[src/logic/clp_consts.svh]
`ifndef CLP_CONSTS_SVH
`define CLP_CONSTS_SVH
// Operation
// - Three-bit deglitch code picks 1,10,25,50,100,250,500 or 1000 ms.
// - Four-bit response code governs running, open-loop and alignment current limits.
// - Code 0 recirculates, asserts fault pin, resumes at next PWM cycle.
// - Code 1 recirculates without fault pin, resumes at next PWM cycle.
// - Codes 2/3 recirculate until current falls; 2 faults, 3 quiet; high-side only.
// - Codes 4/5 recirculate for retry count of PWM cycles; 4 faults, 5 quiet.
// - Code 6 only reports overcurrent in status; drive untouched.
// - Codes 7 to 15 disable the limit: no drive change, no fault.

// Clock and time base
`define CLP_CLK_PERIOD_PS 4000
`define CLP_MS_PS 1000000000
`define CLP_MS_CYCLES (`CLP_MS_PS / `CLP_CLK_PERIOD_PS)
`define CLP_PRE_W 18

// Deglitch times in milliseconds, codes 0 to 7
`define CLP_DEG_MS0 10'h001
`define CLP_DEG_MS1 10'h00A
`define CLP_DEG_MS2 10'h019
`define CLP_DEG_MS3 10'h032
`define CLP_DEG_MS4 10'h064
`define CLP_DEG_MS5 10'h0FA
`define CLP_DEG_MS6 10'h1F4
`define CLP_DEG_MS7 10'h3E8

// Register map: configuration register index, byte address is four times it
`define CLP_CFG1_IDX 12'h092
`define CLP_CFG1_ADDR (`CLP_CFG1_IDX * 12'h004)
`define CLP_CTRL_ADDR 12'h250
`define CLP_STAT_ADDR 12'h254
`define CLP_CFG1_RST 32'h00000000
`define CLP_CTRL_RST 9'h001

// Field positions
`define CLP_DEG_MSB 30
`define CLP_DEG_LSB 28
`define CLP_RSP_MSB 27
`define CLP_RSP_LSB 24
`define CLP_RETRY_MSB 7
`define CLP_HS_BIT 8
`define CLP_ST_OCREP 0
`define CLP_ST_NOMTR 1
`define CLP_ST_RECIRC 2
`define CLP_ST_FAULT 3

// Response codes
`define CLP_RSP_NEXT_FLT 4'h0
`define CLP_RSP_NEXT_QUIET 4'h1
`define CLP_RSP_LVL_FLT 4'h2
`define CLP_RSP_LVL_QUIET 4'h3
`define CLP_RSP_RTY_FLT 4'h4
`define CLP_RSP_RTY_QUIET 4'h5
`define CLP_RSP_REPORT 4'h6
`endif

[src/logic/clp_pkg.sv]
package clp_pkg;
  typedef enum logic [3:0] {
    CLP_IDLE = 4'b0001,
    CLP_NEXT = 4'b0010,
    CLP_LEVEL = 4'b0100,
    CLP_RETRY = 4'b1000
  } clp_state_e;

  typedef struct packed {
    clp_state_e st;
    logic [1:0] oc_sync;
    logic oc_prev;
    logic [1:0] mm_sync;
    logic [31:0] cfg1;
    logic [8:0] ctrl;
    logic [7:0] rty_cnt;
    logic oc_rep;
    logic recirc;
    logic fault_n;
    logic pready;
    logic pslverr;
    logic [31:0] prdata;
  } clp_top_s;

  typedef struct packed {
    logic [17:0] pre;
    logic [9:0] ms;
    logic flag;
  } clp_deg_s;
endpackage : clp_pkg

[src/logic/clp_deg_if.sv]
`timescale 1ns/10ps
interface clp_deg_if;
  logic present;
  logic [2:0] sel;
  logic flag;
  modport owner (output present, output sel, input flag);
  modport timer (input present, input sel, output flag);
endinterface : clp_deg_if

[src/logic/clp_top.sv]
`timescale 1ns/10ps
`include "clp_consts.svh"
module clp_top #(
  parameter int unsigned MS_CYCLES = `CLP_MS_CYCLES
) (
  input wire logic pclk,
  input wire logic presetn,
  input wire logic psel,
  input wire logic penable,
  input wire logic pwrite,
  input wire logic [11:0] paddr,
  input wire logic [31:0] pwdata,
  output logic [31:0] prdata,
  output logic pready,
  output logic pslverr,
  input wire logic oc_cmp,
  input wire logic missing_motor_cond,
  input wire logic pwm_cycle_start,
  output logic recirc_req,
  output logic fault_out_n,
  output logic oc_reported,
  output logic missing_motor_flag
);
  import clp_pkg::*;

  clp_top_s r_q;
  clp_top_s r_d;
  clp_deg_if dg ();

  logic [3:0] rsp;
  logic [7:0] retry_lim;
  logic hs_mod;
  logic oc_lvl;
  logic oc_ev;
  logic acc;
  logic done;
  logic fault_code;
  logic [31:0] status;

  // Field views of the configuration, comparator level and edge, and APB handshake
  assign rsp = r_q.cfg1[`CLP_RSP_MSB:`CLP_RSP_LSB];
  assign hs_mod = r_q.ctrl[`CLP_HS_BIT];
  assign oc_lvl = r_q.oc_sync[1];
  assign oc_ev = oc_lvl & ~r_q.oc_prev;
  assign acc = psel & penable;
  assign done = acc & r_q.pready;
  // A zero retry count is read as one, so it releases at the first PWM start
  assign retry_lim = (r_q.ctrl[`CLP_RETRY_MSB:0] == 8'h00) ? 8'h01
                                                            : r_q.ctrl[`CLP_RETRY_MSB:0];

  // Codes that drive the fault pin while recirculating
  always_comb begin
    case (rsp)
      `CLP_RSP_NEXT_FLT: fault_code = 1'b1;
      `CLP_RSP_LVL_FLT: fault_code = 1'b1;
      `CLP_RSP_RTY_FLT: fault_code = 1'b1;
      default: fault_code = 1'b0;
    endcase
  end

  // Status word seen by software
  always_comb begin
    status = 32'h00000000;
    status[`CLP_ST_OCREP] = r_q.oc_rep;
    status[`CLP_ST_NOMTR] = dg.flag;
    status[`CLP_ST_RECIRC] = r_q.recirc;
    status[`CLP_ST_FAULT] = ~r_q.fault_n;
  end

  // Deglitch timer sees the synchronised condition only
  assign dg.present = r_q.mm_sync[1];
  assign dg.sel = r_q.cfg1[`CLP_DEG_MSB:`CLP_DEG_LSB];

  clp_deglitch #(
    .MS_CYCLES(MS_CYCLES)
  ) u_deglitch (
    .pclk(pclk),
    .presetn(presetn),
    .dg(dg)
  );

  // Next-state logic: synchronisers, fault policy and APB slave
  always_comb begin
    r_d = r_q;
    // Two-stage synchronisers for the comparator and the detection pin
    r_d.oc_sync = {r_q.oc_sync[0], oc_cmp};
    r_d.oc_prev = r_q.oc_sync[1];
    r_d.mm_sync = {r_q.mm_sync[0], missing_motor_cond};

    // Fault policy state machine
    case (r_q.st)
      CLP_IDLE: begin
        if (oc_ev) begin
          case (rsp)
            `CLP_RSP_NEXT_FLT, `CLP_RSP_NEXT_QUIET: begin
              r_d.st = CLP_NEXT;
            end
            `CLP_RSP_LVL_FLT, `CLP_RSP_LVL_QUIET: begin
              // Without high-side modulation fall back to per-cycle recovery
              r_d.st = hs_mod ? CLP_LEVEL : CLP_NEXT;
            end
            `CLP_RSP_RTY_FLT, `CLP_RSP_RTY_QUIET: begin
              r_d.st = CLP_RETRY;
              r_d.rty_cnt = 8'h00;
            end
            default: begin
              r_d.st = CLP_IDLE;
            end
          endcase
        end
      end
      CLP_NEXT: begin
        if (pwm_cycle_start) begin
          r_d.st = CLP_IDLE;
        end
      end
      CLP_LEVEL: begin
        if (!oc_lvl) begin
          r_d.st = CLP_IDLE;
        end
      end
      CLP_RETRY: begin
        if (pwm_cycle_start) begin
          if ((r_q.rty_cnt + 8'h01) >= retry_lim) begin
            r_d.st = CLP_IDLE;
          end else begin
            r_d.rty_cnt = r_q.rty_cnt + 8'h01;
          end
        end
      end
      default: begin
        r_d.st = CLP_IDLE;
      end
    endcase

    // Drive and pin follow the next state so they line up with it
    r_d.recirc = (r_d.st != CLP_IDLE);
    r_d.fault_n = ~(r_d.recirc & fault_code);

    // APB read phase: answer one cycle into the access phase
    r_d.pready = acc & ~r_q.pready;
    if (acc & ~r_q.pready) begin
      r_d.pslverr = 1'b0;
      case (paddr)
        `CLP_CFG1_ADDR: r_d.prdata = r_q.cfg1;
        `CLP_CTRL_ADDR: r_d.prdata = {23'h000000, r_q.ctrl};
        `CLP_STAT_ADDR: r_d.prdata = status;
        default: begin
          r_d.prdata = 32'h00000000;
          r_d.pslverr = 1'b1;
        end
      endcase
    end

    // APB write takes effect on the completing edge only
    if (done & pwrite) begin
      case (paddr)
        `CLP_CFG1_ADDR: r_d.cfg1 = pwdata;
        `CLP_CTRL_ADDR: r_d.ctrl = pwdata[8:0];
        `CLP_STAT_ADDR: begin
          if (pwdata[`CLP_ST_OCREP]) begin
            r_d.oc_rep = 1'b0;
          end
        end
        default: begin
          r_d.cfg1 = r_q.cfg1;
        end
      endcase
    end

    // Report-only code: sticky status, set after the clear so it wins
    if (oc_lvl && rsp == `CLP_RSP_REPORT) begin
      r_d.oc_rep = 1'b1;
    end
  end

  // Single state register
  always_ff @(posedge pclk or negedge presetn) begin
    if (!presetn) begin
      r_q.st <= CLP_IDLE;
      r_q.oc_sync <= 2'h0;
      r_q.oc_prev <= 1'b0;
      r_q.mm_sync <= 2'h0;
      r_q.cfg1 <= `CLP_CFG1_RST;
      r_q.ctrl <= `CLP_CTRL_RST;
      r_q.rty_cnt <= 8'h00;
      r_q.oc_rep <= 1'b0;
      r_q.recirc <= 1'b0;
      r_q.fault_n <= 1'b1;
      r_q.pready <= 1'b0;
      r_q.pslverr <= 1'b0;
      r_q.prdata <= 32'h00000000;
    end else begin
      r_q <= r_d;
    end
  end

  // Outputs straight from the state register; missing_motor_flag from the deglitch timer's register
  assign prdata = r_q.prdata;
  assign pready = r_q.pready;
  assign pslverr = r_q.pslverr;
  assign recirc_req = r_q.recirc;
  assign fault_out_n = r_q.fault_n;
  assign oc_reported = r_q.oc_rep;
  assign missing_motor_flag = dg.flag;
endmodule : clp_top

[src/logic/clp_deglitch.sv]
`timescale 1ns/10ps
`include "clp_consts.svh"
module clp_deglitch #(
  parameter int unsigned MS_CYCLES = `CLP_MS_CYCLES
) (
  input wire logic pclk,
  input wire logic presetn,
  clp_deg_if.timer dg
);
  import clp_pkg::*;

  clp_deg_s r_q;
  clp_deg_s r_d;
  logic [9:0] lim;

  // Deglitch time lookup in whole milliseconds
  always_comb begin
    case (dg.sel)
      3'h0: lim = `CLP_DEG_MS0;
      3'h1: lim = `CLP_DEG_MS1;
      3'h2: lim = `CLP_DEG_MS2;
      3'h3: lim = `CLP_DEG_MS3;
      3'h4: lim = `CLP_DEG_MS4;
      3'h5: lim = `CLP_DEG_MS5;
      3'h6: lim = `CLP_DEG_MS6;
      3'h7: lim = `CLP_DEG_MS7;
      default: lim = `CLP_DEG_MS7;
    endcase
  end

  // Own prescaler restarts with the condition, so no partial first millisecond
  always_comb begin
    r_d = r_q;
    if (!dg.present) begin
      r_d = '0;
    end else if (!r_q.flag) begin
      if (r_q.pre == `CLP_PRE_W'(MS_CYCLES - 1)) begin
        r_d.pre = '0;
        r_d.ms = r_q.ms + 10'h001;
        r_d.flag = (r_q.ms + 10'h001) >= lim;
      end else begin
        r_d.pre = r_q.pre + `CLP_PRE_W'(1);
      end
    end
  end

  always_ff @(posedge pclk or negedge presetn) begin
    if (!presetn) begin
      r_q <= '0;
    end else begin
      r_q <= r_d;
    end
  end

  assign dg.flag = r_q.flag;
endmodule : clp_deglitch

[config.mk]
export PLATFORM = sky130hd
export DESIGN_NAME = clp_top
export DESIGN_NICKNAME = d
export VERILOG_FILES = /design/src/logic/clp_pkg.sv /design/src/logic/clp_deg_if.sv /design/src/logic/clp_top.sv /design/src/logic/clp_deglitch.sv
export VERILOG_INCLUDE_DIRS = /design/src /design/src/logic
export SDC_FILE = /design/constraint.sdc
export NUM_CORES = 1
export LEC_CHECK = 0
export ABC_AREA = 0
export BUFFER_PORTS_ARGS = -buffer_cell sky130_fd_sc_hd__buf_2
export CAP_MARGIN = 20
export CORE_ASPECT_RATIO = 1.1
export CORE_MARGIN = 3
export CORE_UTILIZATION = 52
export CTS_CLUSTER_DIAMETER = 50
export CTS_CLUSTER_SIZE = 30
export DETAILED_ROUTE_END_ITERATION = 8
export PLACE_DENSITY = 0.86
export SETUP_SLACK_MARGIN = 0.4
export SYNTH_ARGS = -nofsm -noshare
export SYNTH_HDL_FRONTEND = slang
export SYNTH_HIERARCHICAL = 1
export SYNTH_SLANG_ARGS = --single-unit
[constraint.sdc]
create_clock -name pclk -period 3 [get_ports pclk]
set_clock_uncertainty 0.2 [all_clocks]
set_input_delay 0 -clock pclk [delete_from_list [all_inputs] [get_ports pclk]]
set_output_delay 0 -clock pclk [all_outputs]
set_load 0.05 [all_outputs]
# Word level (Yosys, flattened, before mapping)
# Memories as Yosys holds them, arrays and structs flattened.
# Index checks and enable logic that the tools add are counted.
dict set report totals {
  ff_bits 124
  romBits 80
  output_inout_bits 38
  memories 1
}
# name words width read_ports rd_ports_with_merged_regs wr line_no
set mem_list {}
lappend mem_list {{(name not given)} 8 10 1 0 0 clp_deglitch.sv:18} ;# case (dg.sel)
dict set report classes {
  addsub 3
  magnitude_cmp 2
  eq_ne 21
  mux 25
  n_bitwise 10
  reduce_logical 17
}
# cell count
set op_table {}
lappend op_table {{case mux 32 bit (3 select lines)} 1}
lappend op_table {{2-to-1 mux 29 bit} 2}
lappend op_table {{2-to-1 mux 8 bit} 5}
lappend op_table {{== test 12 x 10 -> 1 bit (second input constant)} 3}
lappend op_table {{2-to-1 mux 4 bit} 5}
lappend op_table {{adder 18 x 1 -> 18 bit (second input constant)} 1}
lappend op_table {{== test 18 bit (second input constant)} 1}
lappend op_table {{2-to-1 mux 18 bit} 1}
lappend op_table {{== test 4 x 3 -> 1 bit (second input constant)} 4}
lappend op_table {{case mux 4 bit (4 select lines)} 1}
lappend op_table {{case mux 8 bit (2 select lines)} 1}
lappend op_table {{== test 4 x 2 -> 1 bit (second input constant)} 3}
lappend op_table {{case mux 4 bit (3 select lines)} 1}
lappend op_table {{2-to-1 mux 11 bit} 1}
lappend op_table {{adder 10 x 1 -> 10 bit (second input constant)} 1}
lappend op_table {{>= comparator 10 bit} 1}
lappend op_table {{adder 8 x 1 -> 8 bit (second input constant)} 1}
lappend op_table {{== test 4 x 1 -> 1 bit (second input constant)} 2}
lappend op_table {{>= comparator 8 bit} 1}
lappend op_table {{logical NOT 8 bit} 1}
lappend op_table {{inequality test 2 bit (second input constant)} 4}
lappend op_table {{nonzero test 2 bit} 4}
lappend op_table {{AND 1 bit} 6}
lappend op_table {{2-to-1 mux 1 bit} 6}
lappend op_table {{12 further kinds} 21}

# Logic depth before layout (Yosys ltp)
# Gate-level depths: netlist (run 1).
dict set report logic_depth {
  word_depth 9
  mapped_depth 12
}

# Modules after synthesis
# The synthesis (run 1) kept the hierarchy.
# mod n_inst cells_per_inst area_each_um2 seq_area_each_um2
set modules_own_cells {}
lappend modules_own_cells {clp_top 1 354 4381.7 2381.0}
lappend modules_own_cells {clp_deglitch 1 245 2103.3 725.7}

# Worst setup path before layout (run 1)
# OpenSTA, ideal clock, no wires.
dict set report synth_timing {
  path_kind {reg-to-reg}
  startpoint {register r_q[39] in the netlist's numbering}
  endpoint {register r_q[42] in the netlist's numbering}
  t_arrival_ns 2.759
  t_required_ns 2.721
  setup_slack_ns -0.039
  stages_incl_launch_ff 13
  cell_sequence {dfrtp_1 > clkbuf_1 > nand2_1 > nor2_1 > and3_1 > xnor2_1 > inv_1 > ha_1 > and4_1 > a2111oi_2 > o211ai_1 > or3_1 > mux2i_1}
}
dict set report synth_via {
  elab_chain_len 4
}
# item line_no
set synth_lines {}
lappend synth_lines {{start: declaration} clp_top.sv:26} ;# clp_top_s r_q;
lappend synth_lines {{start signal: assignment} clp_top.sv:194} ;# r_q <= r_d;
lappend synth_lines {{adder 8 x 1 -> 8 bit *} {clp_top.sv:124, clp_top.sv:127}}
lappend synth_lines {{>= comparator 8 bit / 2-to-1 mux 8 bit (equally long branches)} clp_top.sv:124} ;# if ((r_q.rty_cnt + 8'h01) >= retry_lim) begin
lappend synth_lines {{inequality test 2 bit (no line) / 2-to-1 mux 8 bit (equally long branches)} -}
lappend synth_lines {{AND reduction 5 bit (no line) / case mux 8 bit (2 select lines) (equally long branches)} -}
# Mark *: on every way between the ends. The rest lies on a longest branch, timed or not. The select of a mux whose other input is x is not followed.
# A chain may end at the register's enable or synchronous reset.

# Worst setup path after layout (run 1)
dict set report layout_timing {
  startpoint {register r_q[37] in the netlist's numbering}
  endpoint {register r_q[39] in the netlist's numbering}
}
# The elaborated chain is that of the path after synthesis.

==> results.cfg, run 1 <==
[floorplanning]
io_pins = 90
die_area_um2 = 13800
core_area_um2 = 12100
die_height_um = 123
start_util_pct = 53.7
die_w_um = 112
rows = 42

[clocking]
cts_sinks = 124
clk_latency_ps = 420
clk_pin_slew_ps = 60
clock_path_buffers = 2
htree_levels = 4
cts_tree = done
cts_buffers = 17
root_buffer = clkbuf_16

[run_status]
violations = negative setup slack
status = complete, but fails checks

[setup_path]
required_ps = 3150
start_kind = register
crit_type = register to register
cp_slowest_cell = dfrtp_2
slowest_delay_ps = 440
rr_startpoint = r_q[37]
crit_chain = ha_4, nand3_4, nor2_4, xor2_2, ha_1, a21o_1, a2111oi_4, o211ai_1, buf_4, or3_4, nand3_2
crit_start = r_q[37]
setup.worst_path.end_class = register
worstPathMaxFanout = 5
arrival_ps = 3230

[logic_synthesis]
synthXorXnorAreaFrac_pct = 2.57
synth_top_area_share_pct = 46.7
synthSimpleGateAreaFrac_pct = 15.3
synth_top_family_by_area = simple AND/OR/NAND/NOR gates
yosysWarnings = 6
yosys-top-cells-area = dfrtp_1 (47%), mux2_2 (5.6%), ha_1 (4.8%)
async_flop_share_pct = 100
syn_area_um2 = 6480
yosys.area.top_type = dfrtp_1
ys.flop_type = dfrtp_1
yosys.area_share.adder_pct = 4.82
synth_edf_count = 0
synth_cell_types = 64
synthesis.instances = 599
synth_compound_area_share_pct = 13.9
synth_fp_nets = 676
synth.yosys.seq_area_share_pct = 47.9
ys_ff_latch = 124
synth.area.mux_share_pct = 8.57
avgSynthCellArea_um2 = 10.8

[sta]
period_share_pct = 103
rsz0062_at_grt = true
setup-tns-final_ps = -249
fin_ws_ps = -79.2
finalHoldViolCount = 0
fin_crit_ps = 3080
fmax_ghz = 0.325
max_slew.worst_pin.slew_ps = 786
report.final.slew_viol_count = 0
maxSlewHeadroom_pct = 47.6
setup_viol = 5

[finish]
multi_input_area_um2 = 3120
nets = 806
areaGrowthSynthToFinish_pct = 28.7
antenna_cells = 0
final_util_pct = 69.0
seq_area_um2 = 3110
drive_gt1_share_pct = 33.8
fillers = 810

[grt]
grt.total_usage_pct = 25.2
grt_max_degree = 70
grt_pass1_vias = 5650
overflow = 0
antenna_found_initial = 0
grt_pass1_wl_um = 27700

[pwr]
ir_worst_vdd_v = 0.000362
p_leak_nw = 3.88
powerDensity_nw_per_um2 = 491

[drt]
routedWlPerCell_um = 19.8
drt_pass1_iterations = 6
postRouteAntennaNets = 0
via_per_inst = 6.07
finalWirelength_um = 17800
drt_iter0_drc = 697
drc_errors = 0
vias = 5438

[place]
routabilityCongestion = 0.920
io_buffers = 89
dp_hpwl_um = 10300
pre_cts_ws_ps = -112

[job]
drv_cap = 0

[min_path]
hold_path_class = input pin to asynchronous set/reset pin
## per-stage QoR
step / power, W / hold slack [ps] / cells / instance area, um2
detailed placement: 0.00188 / -94.0 / 797 / 6940
global placement: 0.00188 / -114 / 797 / 6940
CTS: 0.00412 / 3.25 / 883 / 8120
global route: 0.00422 / 43.0 / 896 / 8340
finish: 0.00410 / 6.27 / 896 / 8340
floorplan: 0.00179 / -496 / 599 / 6530
## routing by layer
layer	share of wire, %	GRT usage [%]	up-vias
met2	52	43.9	241
met1	39	29.0	2712
met3	5.2	4.85	65
li1	-	-	2420
met4	4.1	14.7	0
met5	0	0	-
## registers in the layout, indices dropped and copies added (netlist names)
name / flops
pslverr: 1
u_deglitch/r_q: 28
u_deglitch/dg.flag: 1
dg.present: 1
r_d: 2
prdata: 32
pready: 1
dg.sel: 3
fault_out_n: 1
r_q: 50
oc_reported: 1
hs_mod: 1
oc_lvl: 1
recirc_req: 1
## critical path: cells and delay by family, from the launching register on
kind | cells | cell delay (ps)
compound gates | 3 | 890
xor+xnor | 1 | 180
simple gates | 4 | 520
flops | 1 | 440
buf+inv | 1 | 260
fa+ha+maj | 2 | 520
## logic make-up (layout without fill, tap and decap cells)
| group | after synthesis | after routing |
|---|---|---|
| xor+xnor | 19 | 19 |
| simple gates | 178 | 178 |
| mux | 47 | 47 |
| flops | 124 | 124 |
| buf+inv | 82 | 225 |
| compound gates | 124 | 124 |
| fa+ha+maj | 25 | 25 |
## synthesized netlist by cell type, drive strengths merged (3+ instances only)
cell / count
mux2: 41
o21ai: 19
or4: 11
a21bo: 3
nand2b: 10
mux2i: 6
o2bb2ai: 4
dfrtp: 121
nand2: 40
clkbuf: 19
nor2: 29
inv: 22
and3: 5
nand3: 27
nor4: 9
o211ai: 12
a22o: 23
or3: 9
nor3: 7
or2: 4
a21oi: 18
xnor2: 13
buf: 40
o31ai: 9
ha: 25
nor2b: 3
xor2: 6
nand4: 12
a21o: 8
nor4b: 3
a22oi: 10
dfstp: 3
## final cells by class
cell class,instances,area share (%)
clock buffers,21,5.76
multi-input cells,393,37.4
repair buffers,170,14.3
well taps,154,2.31
inverters,23,1.03
clock inverters,11,1.86
flip-flops and latches,124,37.3
## worst paths after layout
check                           slack [ps]                end  cells after the start
worst min register to register         150         dg.present                      0
min in group pclk                       30            r_d[87]                      2
worst min-delay path                     6         prdata[16]                      2
max in group asynchronous             1740  u_deglitch/r_q[1]                      3
worst max-delay path                   -80            r_q[39]                     11
worst max register to register         -80            r_q[39]                     11
## report_power, final
group	internal (W)	total, W	leakage (nW)	switching, W
Sequential	0.00169	0.00170	1.68	0.0000139
Combinational	0.0000878	0.000202	1.89	0.000114
Clock	0.00141	0.00219	0.311	0.000786
Total	0.00318	0.00410	3.88	0.000914
## cells in the final DEF (no fill, tap or decap), types with 11 or more instances in the layout
cell type / count
a21oi_1: 17
mux2_2: 32
nand2_1: 40
dlygate4sd3_1: 40
buf_2: 88
o211ai_1: 12
nand3_1: 23
dfrtp_1: 115
o21ai_0: 11
a22o_1: 23
buf_4: 38
xnor2_1: 12
ha_1: 22
inv_1: 22
nor2_1: 27
nand4_1: 12
clkbuf_16: 17
## timing repair
action	CTS	global route
resized for setup	8	25
hold buffers	41	0
pin swaps	13	15
endpoints found under the setup margin	25	17
hold endpoints to repair	122	0
setup buffers	13	13
Power figures use the tool's default switching activity.
==> run 2, diff against run 1 <==
--- a/config.mk
+++ b/config.mk
@@ -7,10 +7,11 @@
 export NUM_CORES = 1
 export LEC_CHECK = 0
 export ABC_AREA = 0
+export ABC_CLOCK_PERIOD_IN_PS = 3000
 export BUFFER_PORTS_ARGS = -buffer_cell sky130_fd_sc_hd__buf_2
 export CAP_MARGIN = 20
 export CORE_ASPECT_RATIO = 1.1
-export CORE_MARGIN = 3
+export CORE_MARGIN = 4
 export CORE_UTILIZATION = 52
 export CTS_CLUSTER_DIAMETER = 50
 export CTS_CLUSTER_SIZE = 30
==> results.cfg, run 2 (synthesized netlist as in run 1, its figures left out) <==
[run_status]
status = finished clean

[drt]
finalWirelength_um = 18300
via_per_inst = 6.18
drt_iter0_drc = 457
postRouteAntennaNets = 0
routedWlPerCell_um = 20.5
vias = 5520
drt_pass1_iterations = 6
drc_errors = 0

[setup_path]
r2r_setup_slack_ps = 30
critPathTopFamily = compound AO/OA/AOI/OAI gates
setup.worst_path.end_class = register
crit_top_cell = ha_4
worstPathMaxFanout = 4
arrival_ps = 3130
cp_slowest_cell = dfrtp_1
required_ps = 3160
start_kind = register
slowest_delay_ps = 420
crit_type = register to register
crit_chain = ha_4, nand3_4, nor2_4, xor2_2, ha_4, a21o_1, a2111oi_4, o211ai_1, buf_4, nand2b_4, a21bo_4
cp.buffers_inverters = 1

[finish]
drive_gt1_share_pct = 32.6
final_util_pct = 68.0
areaGrowthSynthToFinish_pct = 27.3
largest_registers = r_q: 50 flops, prdata: 32 flops, u_deglitch/r_q: 28 flops
mostFrequentLayoutCells = dfrtp_1 (119), buf_2 (88), dlygate4sd3_1 (46)
final_common_cell = dfrtp_1
largest_register_ffs = 50
fillers = 787
fin_area_um2 = 8260
nets = 803
regMostFlops = r_q
antenna_cells = 0

[grt]
grt_use_met2_pct = 42.1
antenna_found_initial = 0
grt-busiest-layer = met2
grt_max_degree = 71
grt_pass1_wl_um = 28800
grtUsageMet3_pct = 7.10
grtUsageMet1_pct = 29.6
grt.total_usage_pct = 25.3
overflow = 0
grt_pass1_vias = 5823

[sta]
finalHoldViolCount = 0
report.final.slew_viol_count = 0
max_slew.worst_pin.slew_ps = 862
fmax_ghz = 0.337
period_share_pct = 99.0
fin_ws_ps = 30.8
rsz0062_at_grt = true
setup-tns-final_ps = 0
timing.hold.ws_ps = 23.4
fin_crit_ps = 2970
setup_viol = 0
maxSlewHeadroom_pct = 42.3

[floorplanning]
core_area_um2 = 12100
die_w_um = 114
rows = 42
die_area_um2 = 14300
io_pins = 90
die_height_um = 125
start_util_pct = 53.4

[clocking]
cts_buffers = 17
htree_levels = 4
cts_tree = done
clock_path_buffers = 2
root_buffer = clkbuf_16
clk_pin_slew_ps = 60
clk_latency_ps = 420
cts_sinks = 124

[pwr]
intPower_w = 0.00285
powerDensity_nw_per_um2 = 462
p_sw_share_pct = 25.4
seqPwrFrac_pct = 44.6
p_leak_nw = 3.81
ir_worst_vdd_v = 0.000340
switchingPower_w = 0.000969
pwr-share-clk_pct = 49.9
combPwrFrac_pct = 5.5

[min_path]
hold_path_class = input pin to register

[place]
io_buffers = 89
place_area_um2 = 6950
routabilityCongestion = 0.922
dp_hpwl_um = 10700
pre_cts_ws_ps = -99.6

[job]
drv_cap = 0
-- run 2: changes by cell type in the layout (fill, tap and decap cells not counted), sizes merged, moves of 2 or more --
cell and change:
buf -10, dlygate4sd3 +6, clkinvlp +4, bufinv -3
clkbuf -3, inv +3, or4 +2
-- run 2: layout make-up --
type / count / area [um2] / area share [%]
Clock buffer: 18 / 429 / 5.20
Multi-Input combinational cell: 395 / 3170 / 38.3
Tap cell: 154 / 193 / 2.33
Sequential cell: 124 / 3110 / 37.7
Inverter: 23 / 86.3 / 1.05
Timing Repair Buffer: 165 / 1160 / 14.1
Clock inverter: 14 / 111 / 1.35
-- run 2: metal layers --
metal  part of all wire (%)  vias to the layer above
met4                    3.4                        0
met2                     52                      284
met1                     38                     2750
met5                      0                        -
met3                    7.3                       56
li1                       -                     2430
-- run 2: power by group through the flow --
stage                     clock (W)  sequential, W  combinational [W]
after floorplan                   0        0.00174          0.0000521
after global placement            0        0.00173           0.000149
after detailed placement          0        0.00173           0.000156
after CTS                   0.00192        0.00170           0.000201
after global routing        0.00200        0.00170           0.000227
final                       0.00190        0.00170           0.000210
-- run 2: worst paths after layout --
check,from,endpoint,cells past startpoint
min in group asynchronous,presetn,u_deglitch/r_q[27],4
worst max-delay path,r_q[38],r_q[41],11
worst min-delay path,paddr[7],prdata[12],5
worst min register to register,r_d[87],dg.present,0
worst max register to register,r_q[38],r_q[41],11
max in group asynchronous,presetn,dg.sel[1],4
-- run 2: through the flow --
stage / std cells / power, W
finish: 893 / 0.00382
global route: 893 / 0.00393
CTS: 886 / 0.00382
detailed placement: 798 / 0.00189
global placement: 798 / 0.00188
floorplan: 599 / 0.00179
-- run 2: timing repair --
action | CTS | global route
hold buffers | 45 | 1
setup endpoints to repair | 30 | 34
gates cloned | 0 | 2
hold endpoints to repair | 192 | 6
resized for setup | 14 | 19
buffers inserted | 11 | 4
pin swaps | 11 | 10
-- run 2: tightest hold or removal path: cells and delay by family --
family                 cells  cell delay (ps)
buffers and inverters      1               80
AOI/OAI and AO/OA          1              180
and+or+nand+nor            3              340
